File: src/hdl/ddr_shell_pkg.sv
package ddr_shell_pkg;
  // memory families
  typedef enum logic [1:0] {MEM_LPDDR, MEM_DDR2, MEM_DDR3} mem_family_t;
  // fabric interface options
  typedef enum logic [1:0] {FIC_AXI64, FIC_AHB1, FIC_AHB2} fic_mode_t;
  // data width codes
  localparam logic [1:0] DW_32 = 2'h0;
  localparam logic [1:0] DW_16 = 2'h1;
  localparam logic [1:0] DW_8 = 2'h2;
  localparam int DW32_BITS = 32;
  localparam int DW16_BITS = 16;
  localparam int DW8_BITS = 8;
  // memory clock range, MHz
  localparam int MEM_CLK_MIN_MHZ = 20;
  localparam int MEM_CLK_MAX_MHZ = 333;
  localparam int DDR_EDGES = 2;
  localparam int AXI_W = 64;
  localparam int AHB_W = 32;
  localparam logic [7:0] DIV_ONE = 8'h01;
  localparam logic [7:0] DIV_ZERO = 8'h00;
  // one fabric request word
  typedef struct packed {
    logic wr;
    logic [31:0] addr;
    logic [63:0] data;
  } fab_req_t;
  localparam int REQ_W = $bits(fab_req_t);
endpackage

File: src/hdl/req_fifo.sv
module req_fifo
  import ddr_shell_pkg::*;
#(
  parameter int WIDTH = 8,
  parameter int DEPTH = 16
)
(
  input wire logic clk_sys_in,
  input wire logic rst_n_in,
  input wire logic ce_in,
  input wire logic [WIDTH-1:0] wdata_in,
  input wire logic wvalid_in,
  output logic wready_out,
  output logic [WIDTH-1:0] rdata_out,
  output logic rvalid_out,
  input wire logic rready_in
);
  localparam int AW = $clog2(DEPTH);
  initial
  begin
    if (DEPTH < 2 || (1 << AW) != DEPTH)
      $error("depth must be a power of two");
  end
  // storage array
  logic [WIDTH-1:0] mem [DEPTH];
  logic [AW:0] wp_r;
  logic [AW:0] rp_r;
  logic full;
  logic empty;
  logic push;
  logic pop;
  assign full = (wp_r[AW] != rp_r[AW]) && (wp_r[AW-1:0] == rp_r[AW-1:0]);
  assign empty = (wp_r == rp_r);
  assign wready_out = !full;
  assign rvalid_out = !empty;
  assign rdata_out = mem[rp_r[AW-1:0]];
  assign push = ce_in && wvalid_in && !full;
  assign pop = ce_in && rready_in && !empty;
  // write side
  always_ff @(posedge clk_sys_in)
  begin
    if (push)
      mem[wp_r[AW-1:0]] <= wdata_in;
  end
  // pointers
  always_ff @(posedge clk_sys_in or negedge rst_n_in)
  begin
    if (!rst_n_in)
    begin
      wp_r <= '0;
      rp_r <= '0;
    end
    else
    begin
      if (push)
        wp_r <= wp_r + 1'b1;
      if (pop)
        rp_r <= rp_r + 1'b1;
    end
  end
endmodule

File: src/hdl/fabric_ddr_controller_shell.sv
// Notes on behaviour
// memory family LPDDR, DDR2 or DDR3 selectable
// memory data width 32, 16 or 8
// memory clock 20 to 333 MHz
// fabric transactions become memory transactions
// AXI option: one 64-bit initiator port
// single AHB option: one 32-bit port
// dual AHB option: two 32-bit ports
// fabric clock is controller clock over divisor; with a divisor of one fabric_if_clk_out stays low
// attached bus runs at fabric clock
// keep reset until base clock stable
// optional lock input from clock conditioner
// interrupts present only when enabled
// bus error raises fabric error interrupt
// calibration done raises calibration interrupt; the code raises it only for a done while a cal_start_in is outstanding
// internal pll lock raises lock interrupt
// lock loss after lock raises interrupt
// ecc single or double error interrupt
// data rate twice memory clock
// missing lock holds internal reset
module fabric_ddr_controller_shell
  import ddr_shell_pkg::*;
#(
  parameter bit USE_LOCK = 1'b1,
  parameter bit IRQ_EN = 1'b1,
  parameter bit ECC_EN = 1'b1,
  parameter int FIFO_DEPTH = 16
)
(
  input wire logic clk_sys_in,
  input wire logic rst_n_in,
  input wire logic ce_in,
  input wire logic ext_pll_locked_in,
  input wire mem_family_t mem_family_in,
  input wire logic [1:0] data_width_in,
  input wire logic [8:0] mem_clk_mhz_in,
  input wire fic_mode_t fic_mode_in,
  input wire logic [7:0] clk_div_in,
  input wire fab_req_t axi_req_in,
  input wire logic axi_valid_in,
  output logic axi_ready_out,
  input wire fab_req_t ahb0_req_in,
  input wire logic ahb0_valid_in,
  output logic ahb0_ready_out,
  input wire fab_req_t ahb1_req_in,
  input wire logic ahb1_valid_in,
  output logic ahb1_ready_out,
  output fab_req_t mem_req_out,
  output logic mem_valid_out,
  input wire logic mem_ready_in,
  input wire logic bus_err_in,
  input wire logic cal_start_in,
  input wire logic cal_done_in,
  input wire logic pll_lock_in,
  input wire logic ecc_single_in,
  input wire logic ecc_double_in,
  output logic fabric_if_clk_out,
  output logic [9:0] line_rate_mbps_out,
  output logic [5:0] phy_width_out,
  output logic cfg_err_out,
  output logic bus_err_irq_out,
  output logic cal_irq_out,
  output logic pll_locked_irq_out,
  output logic pll_unlocked_irq_out,
  output logic ecc_irq_out
);
  initial
  begin
    if (FIFO_DEPTH != 16)
      $error("fifo depth must be 16");
  end

  // ********************************************************
  // internal reset and configuration
  // ********************************************************
  logic run_r; // internal reset released
  logic [7:0] div_cnt_r; // fabric clock divider
  logic arb_r; // dual ahb turn
  logic cal_busy_r; // recalibration outstanding
  logic pll_seen_r; // pll has locked once
  logic pll_d_r; // previous pll lock
  logic cfg_bad; // unsupported setting
  logic div_wrap;
  logic fab_tick; // one cycle per fabric period

  // held in reset while lock missing; reset cannot be deasserted early
  always_ff @(posedge clk_sys_in or negedge rst_n_in)
  begin
    if (!rst_n_in)
      run_r <= 1'b0;
    else if (ce_in)
      run_r <= USE_LOCK ? ext_pll_locked_in : 1'b1;
  end

  // configuration checks
  always_comb
  begin
    cfg_bad = 1'b0;
    if (mem_family_in != MEM_LPDDR && mem_family_in != MEM_DDR2 &&
        mem_family_in != MEM_DDR3)
      cfg_bad = 1'b1;
    if (data_width_in != DW_32 && data_width_in != DW_16 &&
        data_width_in != DW_8)
      cfg_bad = 1'b1;
    if (mem_clk_mhz_in < 9'(MEM_CLK_MIN_MHZ) ||
        mem_clk_mhz_in > 9'(MEM_CLK_MAX_MHZ))
      cfg_bad = 1'b1;
    if (clk_div_in == DIV_ZERO)
      cfg_bad = 1'b1;
  end

  // registered config views
  always_ff @(posedge clk_sys_in or negedge rst_n_in)
  begin
    if (!rst_n_in)
    begin
      cfg_err_out <= 1'b0;
      line_rate_mbps_out <= '0;
      phy_width_out <= '0;
    end
    else if (ce_in)
    begin
      cfg_err_out <= cfg_bad;
      line_rate_mbps_out <= 10'(DDR_EDGES) * {1'b0, mem_clk_mhz_in};
      case (data_width_in)
        DW_16: phy_width_out <= 6'(DW16_BITS);
        DW_8: phy_width_out <= 6'(DW8_BITS);
        default: phy_width_out <= 6'(DW32_BITS);
      endcase
    end
  end

  // ********************************************************
  // fabric interface clock divider
  // ********************************************************
  assign div_wrap = (div_cnt_r >= clk_div_in - DIV_ONE);
  assign fab_tick = run_r && div_wrap;

  // square-ish clock: high for the first half of the count
  always_ff @(posedge clk_sys_in or negedge rst_n_in)
  begin
    if (!rst_n_in)
    begin
      div_cnt_r <= '0;
      fabric_if_clk_out <= 1'b0;
    end
    else if (ce_in)
    begin
      if (!run_r || div_wrap)
        div_cnt_r <= '0;
      else
        div_cnt_r <= div_cnt_r + 8'h01;
      fabric_if_clk_out <= run_r && (div_cnt_r < (clk_div_in >> 1));
    end
  end

  // ********************************************************
  // target ports into request fifo
  // ********************************************************
  fab_req_t sel_req;
  logic sel_valid;
  logic fifo_wready;
  logic sel_axi;
  logic sel_a0;
  logic sel_a1;

  // port selection; attached bus steps on fabric ticks only
  always_comb
  begin
    sel_axi = 1'b0;
    sel_a0 = 1'b0;
    sel_a1 = 1'b0;
    case (fic_mode_in)
      FIC_AXI64: sel_axi = axi_valid_in;
      FIC_AHB1: sel_a0 = ahb0_valid_in;
      FIC_AHB2:
      begin
        // alternate priority between the two initiators
        sel_a0 = ahb0_valid_in && (!arb_r || !ahb1_valid_in);
        sel_a1 = ahb1_valid_in && !sel_a0;
      end
      default: ;
    endcase
    // no take while an accept pulse stands: the initiator only drops
    // valid on seeing ready, so a divisor of one would take twice
    sel_valid = fab_tick && !cfg_err_out && (sel_axi || sel_a0 || sel_a1)
                && !(axi_ready_out || ahb0_ready_out || ahb1_ready_out);
    sel_req = sel_axi ? axi_req_in : (sel_a1 ? ahb1_req_in : ahb0_req_in);
    if (!sel_axi)
      sel_req.data[AXI_W-1:AHB_W] = '0;
  end

  // acceptance strobes, one system clock cycle each; bus at fabric rate R9
  always_ff @(posedge clk_sys_in or negedge rst_n_in)
  begin
    if (!rst_n_in)
    begin
      axi_ready_out <= 1'b0;
      ahb0_ready_out <= 1'b0;
      ahb1_ready_out <= 1'b0;
      arb_r <= 1'b0;
    end
    else if (ce_in)
    begin
      axi_ready_out <= sel_valid && sel_axi && fifo_wready;
      ahb0_ready_out <= sel_valid && sel_a0 && fifo_wready;
      ahb1_ready_out <= sel_valid && sel_a1 && fifo_wready;
      if (sel_valid && fifo_wready && fic_mode_in == FIC_AHB2)
        arb_r <= sel_a0;
    end
  end

  // ********************************************************
  // request fifo toward memory side
  // ********************************************************
  fab_req_t fifo_rdata;
  logic fifo_rvalid;
  logic fifo_pop;
  // pop only when output stage empty or draining
  assign fifo_pop = run_r && (!mem_valid_out || mem_ready_in);

  req_fifo #(
    .WIDTH(REQ_W),
    .DEPTH(FIFO_DEPTH)
  ) u_fifo (
    .clk_sys_in(clk_sys_in),
    .rst_n_in(rst_n_in),
    .ce_in(ce_in),
    .wdata_in(sel_req),
    .wvalid_in(sel_valid),
    .wready_out(fifo_wready),
    .rdata_out(fifo_rdata),
    .rvalid_out(fifo_rvalid),
    .rready_in(fifo_pop)
  );

  // memory transaction stage
  always_ff @(posedge clk_sys_in or negedge rst_n_in)
  begin
    if (!rst_n_in)
    begin
      mem_valid_out <= 1'b0;
      mem_req_out <= '0;
    end
    else if (ce_in)
    begin
      if (!run_r)
        mem_valid_out <= 1'b0;
      else if (fifo_pop)
      begin
        mem_valid_out <= fifo_rvalid;
        if (fifo_rvalid)
          mem_req_out <= fifo_rdata;
      end
    end
  end

  // ********************************************************
  // interrupt pulses
  // ********************************************************
  // outputs stay low when interrupts are not configured
  always_ff @(posedge clk_sys_in or negedge rst_n_in)
  begin
    if (!rst_n_in)
    begin
      bus_err_irq_out <= 1'b0;
      cal_irq_out <= 1'b0;
      pll_locked_irq_out <= 1'b0;
      pll_unlocked_irq_out <= 1'b0;
      ecc_irq_out <= 1'b0;
      cal_busy_r <= 1'b0;
      pll_seen_r <= 1'b0;
      pll_d_r <= 1'b0;
    end
    else if (ce_in)
    begin
      pll_d_r <= pll_lock_in;
      if (pll_lock_in)
        pll_seen_r <= 1'b1;
      // done wins over a new start in the same cycle
      if (cal_done_in)
        cal_busy_r <= 1'b0;
      else if (cal_start_in)
        cal_busy_r <= 1'b1;
      bus_err_irq_out <= IRQ_EN && bus_err_in;
      cal_irq_out <= IRQ_EN && cal_busy_r && cal_done_in;
      pll_locked_irq_out <= IRQ_EN && pll_lock_in && !pll_d_r;
      pll_unlocked_irq_out <= IRQ_EN && pll_seen_r && pll_d_r &&
                              !pll_lock_in;
      ecc_irq_out <= IRQ_EN && ECC_EN &&
                     (ecc_single_in || ecc_double_in);
    end
  end
endmodule

File: config.mk
export PLATFORM = sky130hd
export DESIGN_NAME = fabric_ddr_controller_shell
export DESIGN_NICKNAME = d
export VERILOG_FILES = /design/src/hdl/ddr_shell_pkg.sv /design/src/hdl/req_fifo.sv /design/src/hdl/fabric_ddr_controller_shell.sv
export SDC_FILE = /design/constraint.sdc
export NUM_CORES = 2
export LEC_CHECK = 0
export BUFFER_PORTS_ARGS = -buffer_cell sky130_fd_sc_hd__clkbuf_2
export CORE_MARGIN = 2
export CORE_UTILIZATION = 60
export DETAILED_ROUTE_END_ITERATION = 6
export GPL_TIMING_DRIVEN = 0
export PLACE_DENSITY = 0.79
export SLEW_MARGIN = 40
export SYNTH_ARGS = -nofsm -noshare
export SYNTH_HDL_FRONTEND = slang
export SYNTH_SLANG_ARGS = --single-unit
File: constraint.sdc
create_clock -name clk_sys_in -period 14.22 [get_ports clk_sys_in]
set_clock_uncertainty 0.2 [all_clocks]
set_input_delay 0.711 -clock clk_sys_in [delete_from_list [all_inputs] [get_ports clk_sys_in]]
set_output_delay 0.711 -clock clk_sys_in [all_outputs]
set_load 0.01 [all_outputs]
## Yosys cells after proc, flatten, opt, wreduce, memory -nomap -nowiden

Memories as Yosys holds them, arrays and structs flattened. A register that Yosys moved wholly into a read port is not among the register bits.
Index checks and enable logic that the tools add are counted.

- Add/sub/neg operators: 4
- Magnitude comparators: 4
- Eq/ne operators: 12
- Muxes and demuxes: 18
- Bitwise logic cells: 1
- Reduce and logical (&&, ||, !) cells: 60

Operator list:

| cell | number |
|---|---|
| 97-bit two-way mux | 2 |
| 32-bit two-way mux | 1 |
| 1-bit logical AND | 29 |
| 1-bit zero test | 12 |
| 1-bit two-way mux | 12 |
| 6-bit one-hot mux with 2 select lines | 1 |
| 5-bit by 1-bit adder with 5-bit output, second input constant | 2 |
| 9-bit greater-than comparator, second input constant | 1 |
| 1-bit logical OR | 9 |
| 9-bit by 5-bit less-than comparator with 1-bit output, second input constant | 1 |
| 8-bit by 1-bit adder with 8-bit output, second input constant | 1 |
| 8-bit >= comparator | 1 |
| 8-bit zero test | 1 |
| 8-bit by 7-bit less-than comparator with 1-bit output | 1 |
| 8-bit two-way mux | 1 |
| 2-bit AND reduction | 4 |
| 8-bit by 1-bit subtractor with 8-bit output, second input constant | 1 |
| 2-bit by 1-bit inequality test with 1-bit output, second input constant | 3 |
| 2-bit nonzero test | 3 |
| 5-bit == test | 1 |
| 2-bit by 1-bit == test with 1-bit output, second input constant | 2 |
| 2-bit == test, second input constant | 2 |
| 4-bit == test | 1 |
| 2-bit inequality test, second input constant | 2 |
| other kinds (5) | 5 |

- Register bits after elaboration: 49
- Memory bits (writable): 1,552
- Bits of input ports: 328
- Output and inout bits: 124
- Word-level logic and storage cells: 121
- Memories kept: 1

Memories:

| name | words | bits a word | rd ports | clocked after memory_dff | wr ports | RTL line | RTL |
|---|---|---|---|---|---|---|---|
| u_fifo.mem | 16 | 97 | 1 | 1 | 1 | req_fifo.sv:25 | `logic [WIDTH-1:0] mem [DEPTH];` |

## Longest topological paths before layout

- Depth after elaboration: 13
- Mapped depth: 11
- Mapped depth without buffers: 11

## Modules after synthesis

Synthesis repeated with hierarchy kept, for this count alone.

- Cells, all modules: 3,125
- Area total of the unflattened synthesis: 65,942.0 µm²

Modules (own cells, without submodules):

| module | times used | cells each | area each (µm²) | seq. area each (µm²) |
|---|---|---|---|---|
| req_fifo | 1 | 2,450 | 58,563.7 | 46,854.9 |
| fabric_ddr_controller_shell | 1 | 675 | 7,378.3 | 3,328.2 |

## Worst setup path before layout

OpenSTA, ideal clock, no wires.

- Kind: input to register
- Start: input port clk_div_in[4]
- End: memory u_fifo.mem[11][0] (netlist bit), enable pin
- Library setup time: 0.824 ns
- Arrival time: 12.423 ns
- Required time: 13.196 ns
- Path slack: 0.773 ns
- Cell stages on the path: 11
- Buffers on the path: 0
- Path through: inv_1 -> nand3_1 -> nor2_1 -> nand4_1 -> xnor2_1 -> ha_1 -> nand2_1 -> nor3_1 -> a21oi_2 -> nor3_4 -> nor4b_1

- Longest elaborated chain between the ends: 10

RTL lines:

| what | RTL line | RTL |
|---|---|---|
| start, declared | fabric_ddr_controller_shell.sv:38 | `input wire logic [7:0] clk_div_in,` |
| 8-bit by 1-bit subtractor with 8-bit output | fabric_ddr_controller_shell.sv:136 | `assign div_wrap = (div_cnt_r >= clk_div_in - DIV_ONE);` |
| 8-bit >= comparator | fabric_ddr_controller_shell.sv:136 |  |
| 1-bit logical AND | fabric_ddr_controller_shell.sv:137 | `assign fab_tick = run_r && div_wrap;` |
| 1-bit logical AND (2 in series) | fabric_ddr_controller_shell.sv:186 | `sel_valid = fab_tick && !cfg_err_out && (sel_axi \|\| sel_a0 \|\| sel_a1)` |
| 1-bit logical AND | fabric_ddr_controller_shell.sv:187 | `&& !(axi_ready_out \|\| ahb0_ready_out \|\| ahb1_ready_out);` |
| 1-bit logical AND (2 in series) | req_fifo.sv:37 | `assign push = ce_in && wvalid_in && !full;` |
| 1-bit two-way mux | req_fifo.sv:42 | `if (push)` |
| 1-bit two-way mux (not written as such) | req_fifo.sv:43 | `mem[wp_r[AW-1:0]] <= wdata_in;` |
| end, declared | req_fifo.sv:25 |  |

No other way between the ends.

## Worst setup path after layout

- Start: input port clk_div_in[2]
- End: memory u_fifo.mem[12][71] (netlist bit), enable pin

The elaborated chain is that of the path after synthesis.

==> flow_summary.yaml <==
drt:
  detail_route.vias_per_cell: 6.66
  drt_first_pass_iters: 6
  detail_route.drc_violations: 0
  wire_per_inst_um: 31.5
  detailroute.via_count: 37700
  detail_route.iter0.violations: 5500
  route.antenna.remaining_nets: 0
  total_wire_length_after_detailed_routing_um: 179000
timing:
  achievable_clock_frequency_ghz: 0.204
  worst_slack_ns: 9.32
  slew-limit-headroom_pct: 32.9
  rsz_0062_raised_after_global_routing: "no"
  fin_hold_viols: 0
  final.min_clock_period_ns: 4.90
  finalSetupTns_ns: 0
  tightestPinTransition_ns: 1.01
  min_period_over_period_pct: 34.5
  finalMaxSlewViolations: 0
  report.final.setup_viol: 0
clock_tree:
  clk_latency_ns: 0.77
  root_buffer: "clkbuf_16"
  clock_sink_count: 1695
  cts_tree: "done"
  post-cts-setup-buffer-count: 0
  clock_tree.buffer_depth: 3
  cts_buffers: 161
  clkTransAtPathRegs_ns: 0.06
  ctsHtreeMaxLevel: 4
global_route:
  antenna_found_initial: 5
  grt_pass1_wl_um: 257000
  grt_max_degree: 45
  groute.layer.met3.usage_pct: 7.12
  via_count_of_the_first_global_routing_pass: 38500
  most_used_routing_layer_in_global_routing: "met2"
  grt.total_usage_pct: 32.3
  grt.met1_usage_pct: 41.3
  globalRoute.totalOverflow: 0
  grt_util_met2_pct: 53.8
die:
  die_y_um: 334
  core.rowCount: 121
  design.core.area_um2: 108000
  die_area_um2: 112000
  initial_utilization_pct: 60.3
  floorplan.io_pins: 452
  die_w_um: 334
yosys:
  synth_area_per_cell_um2: 20.9
  yosysSeqAreaShare_pct: 76.8
  synth-edff-count: 1552
  synth_flop_cell: "edfxtp_1"
  synth_seq_cells: 1695
  synth_area_um2: 65400
  postSynthCellCount: 3126
  synthArstFlopShare_pct: 8.44
  yosys.cell_types.count: 54
  synth.yosys.warnings: 0
placement:
  dp.final_hpwl_um: 117000
  io_buffer_count: 383
  pre_cts_ws_ns: 8.75
  gp_congestion: 0.804
  post_dp_cell_area_um2: 71900
setup_path:
  worstPathArrival_ns: 5.17
  crit-reg2reg-launch: "div_cnt_r[0]$_DFFE_PN0P_"
  cpLargestDelayFamily: "buffers and inverters"
  timing.critical_path.to_type: "register"
  worstSetupPathType: "in -> reg"
  stage_delay_of_the_slowest_cell_on_the_critical_path_ns: 0.57
  timing.critical_path.from_type: "primary input"
  timing.critical_path.from: "clk_div_in[2]"
  worstPathBufferInverterCount: 10
  required_ns: 14.49
  critical-path-top-cell-by-count: "buf_4"
  critical_path.cell_chain: "clkbuf_2, inv_1, nand3_1, nor2_1, nand4_1, xnor2_1, ha_1, nand2_1, nor3_1, a21o_1, nand4_1, nor3_2, buf_2, buf_4, buf_2, buf_4, buf_4, buf_4, buf_4, buf_4"
  critical_path.slowest_cell: "nor3_2"
  worstPathMaxFanout: 8
pwr:
  power.density_cell_area_nw_per_um2: 175
  totalPowerFinal_mw: 13.5
  p_leak_nw: 27.6
  vdd.ir_drop.worst_mv: 0.132
cells_and_area:
  layout_common_cells: "edfxtp_1, clkbuf_2, mux4_2"
  drive_above_1_share_pct: 39.1
  layout-area-overhead-vs-synth_pct: 18.5
  design.final.nets: 4469
  layout_commonest_cell: "edfxtp_1"
  finalCoreUtilization_pct: 71.4
  finished_layout_cell_area_um2: 77400
flow_run:
  max-cap-violations: 0
outcome:
  outcome: "complete, no violations"
worst_hold_path:
  min-delay-start: "mem_clk_mhz_in[8]"
  hold_class: "in -> reg"
-- through the flow --
stage	hold WS [ns]	cells
final	0.0373	5667
after global routing	0.0270	5665
after CTS	0.000286	5664
after detailed placement	0.245	5348
after global placement	0.244	4926
after floorplan	0.215	3129
-- per-layer routing --
metal  vias to the layer above  part of all wire, %  wire (um)
met1                     19400                   34      61000
met5                         -                0.015         26
met4                         4                  4.5       8020
li1                      15000                    -          -
met2                      2826                   50      90000
met3                       463                   11      19500
-- worst reg2reg max path, delay by kind of cell (launching register included) --
| family | cells | cell delay [ns] |
|---|---|---|
| buffers and inverters | 9 | 1.80 |
| AOI/OAI and AO/OA | 2 | 0.69 |
| and+or+nand+nor | 3 | 1.06 |
| DFF | 1 | 0.42 |
| adders and majority gates | 1 | 0.28 |
-- state kept, by name, indices dropped and copies added, names as in the netlist, 3 cells and up --
register            flops
u_fifo.mem           1552
mem_req_out            97
line_rate_mbps_out      9
div_cnt_r               8
u_fifo.rp_r             5
u_fifo.wp_r             5
phy_width_out           3
-- layout make-up --
class                           instances  area [um2]
Sequential cell                      1695       50200
Fill cell                            6139       31000
Multi-Input combinational cell       1213       14400
Timing Repair Buffer                  821        4640
Clock buffer                          223        4540
Tap cell                             1414        1770
Buffer                                192        1030
Clock inverter                         78         753
Inverter                               29         109
Antenna cell                            2        5.00
-- worst paths after layout --
kind                                                     endpoint  slack, ns  depth (start not counted)
min in group asynchronous             mem_req_out[93]$_DFFE_PN0P_       0.18                          2
worst max register to register       u_fifo.mem[12][71]$_DFFE_PP_       9.46                         15
max in group asynchronous             mem_req_out[42]$_DFFE_PN0P_      12.77                          4
worst min-delay path            line_rate_mbps_out[9]$_DFFE_PN0P_       0.04                          2
worst max-delay path                 u_fifo.mem[12][71]$_DFFE_PP_       9.32                         20
worst min register to register             pll_seen_r$_DFFE_PN0P_       0.27                          1
-- synth_stat cells, types with 2 or more instances --
cell type,count,area (um2)
a21o_1,4,30.0
a21oi_1,10,50.1
a31oi_1,3,18.8
and3_1,34,213
buf_1,8,30.0
buf_2,69,345
buf_4,29,218
buf_6,13,146
clkbuf_1,73,274
dfrtp_1,143,3580
edfxtp_1,1552,46600
ha_1,28,350
inv_1,29,109
mux2_2,17,191
mux2i_1,66,661
mux4_2,388,8740
nand2_1,178,668
nand2b_1,7,43.8
nand3_1,9,45.0
nand4_1,10,62.6
nor2_1,7,26.3
nor2b_1,2,12.5
nor3_1,13,65.1
nor4_1,5,31.3
nor4b_1,8,70.1
o211a_1,2,20.0
o211ai_2,2,25.0
o21ai_0,79,395
o22ai_1,195,1220
o31ai_1,98,736
xnor2_1,14,123
xor2_1,9,78.8
-- cell families after synthesis --
group / share of synthesized area, %
other cells: 0.00574
mux: 14.7
flops: 76.8
buf+inv: 1.72
simple gates: 2.02
fa+ha+maj: 0.536
xor+xnor: 0.308
compound gates: 3.95
-- what timing repair did --
action / in CTS / in global routing
gates resized for setup: 0 / 0
hold buffers: 15 / 0
setup endpoints to repair: 0 / 0
endpoints found under the hold margin: 115 / 0
-- power by group --
part           leakage (nW)  switching [mW]  internal, mW
Clock                  2.59            1.85          2.44
Combinational          9.57            2.02          1.44
Sequential             15.5           0.158          5.61
Power figures use the tool's default switching activity.
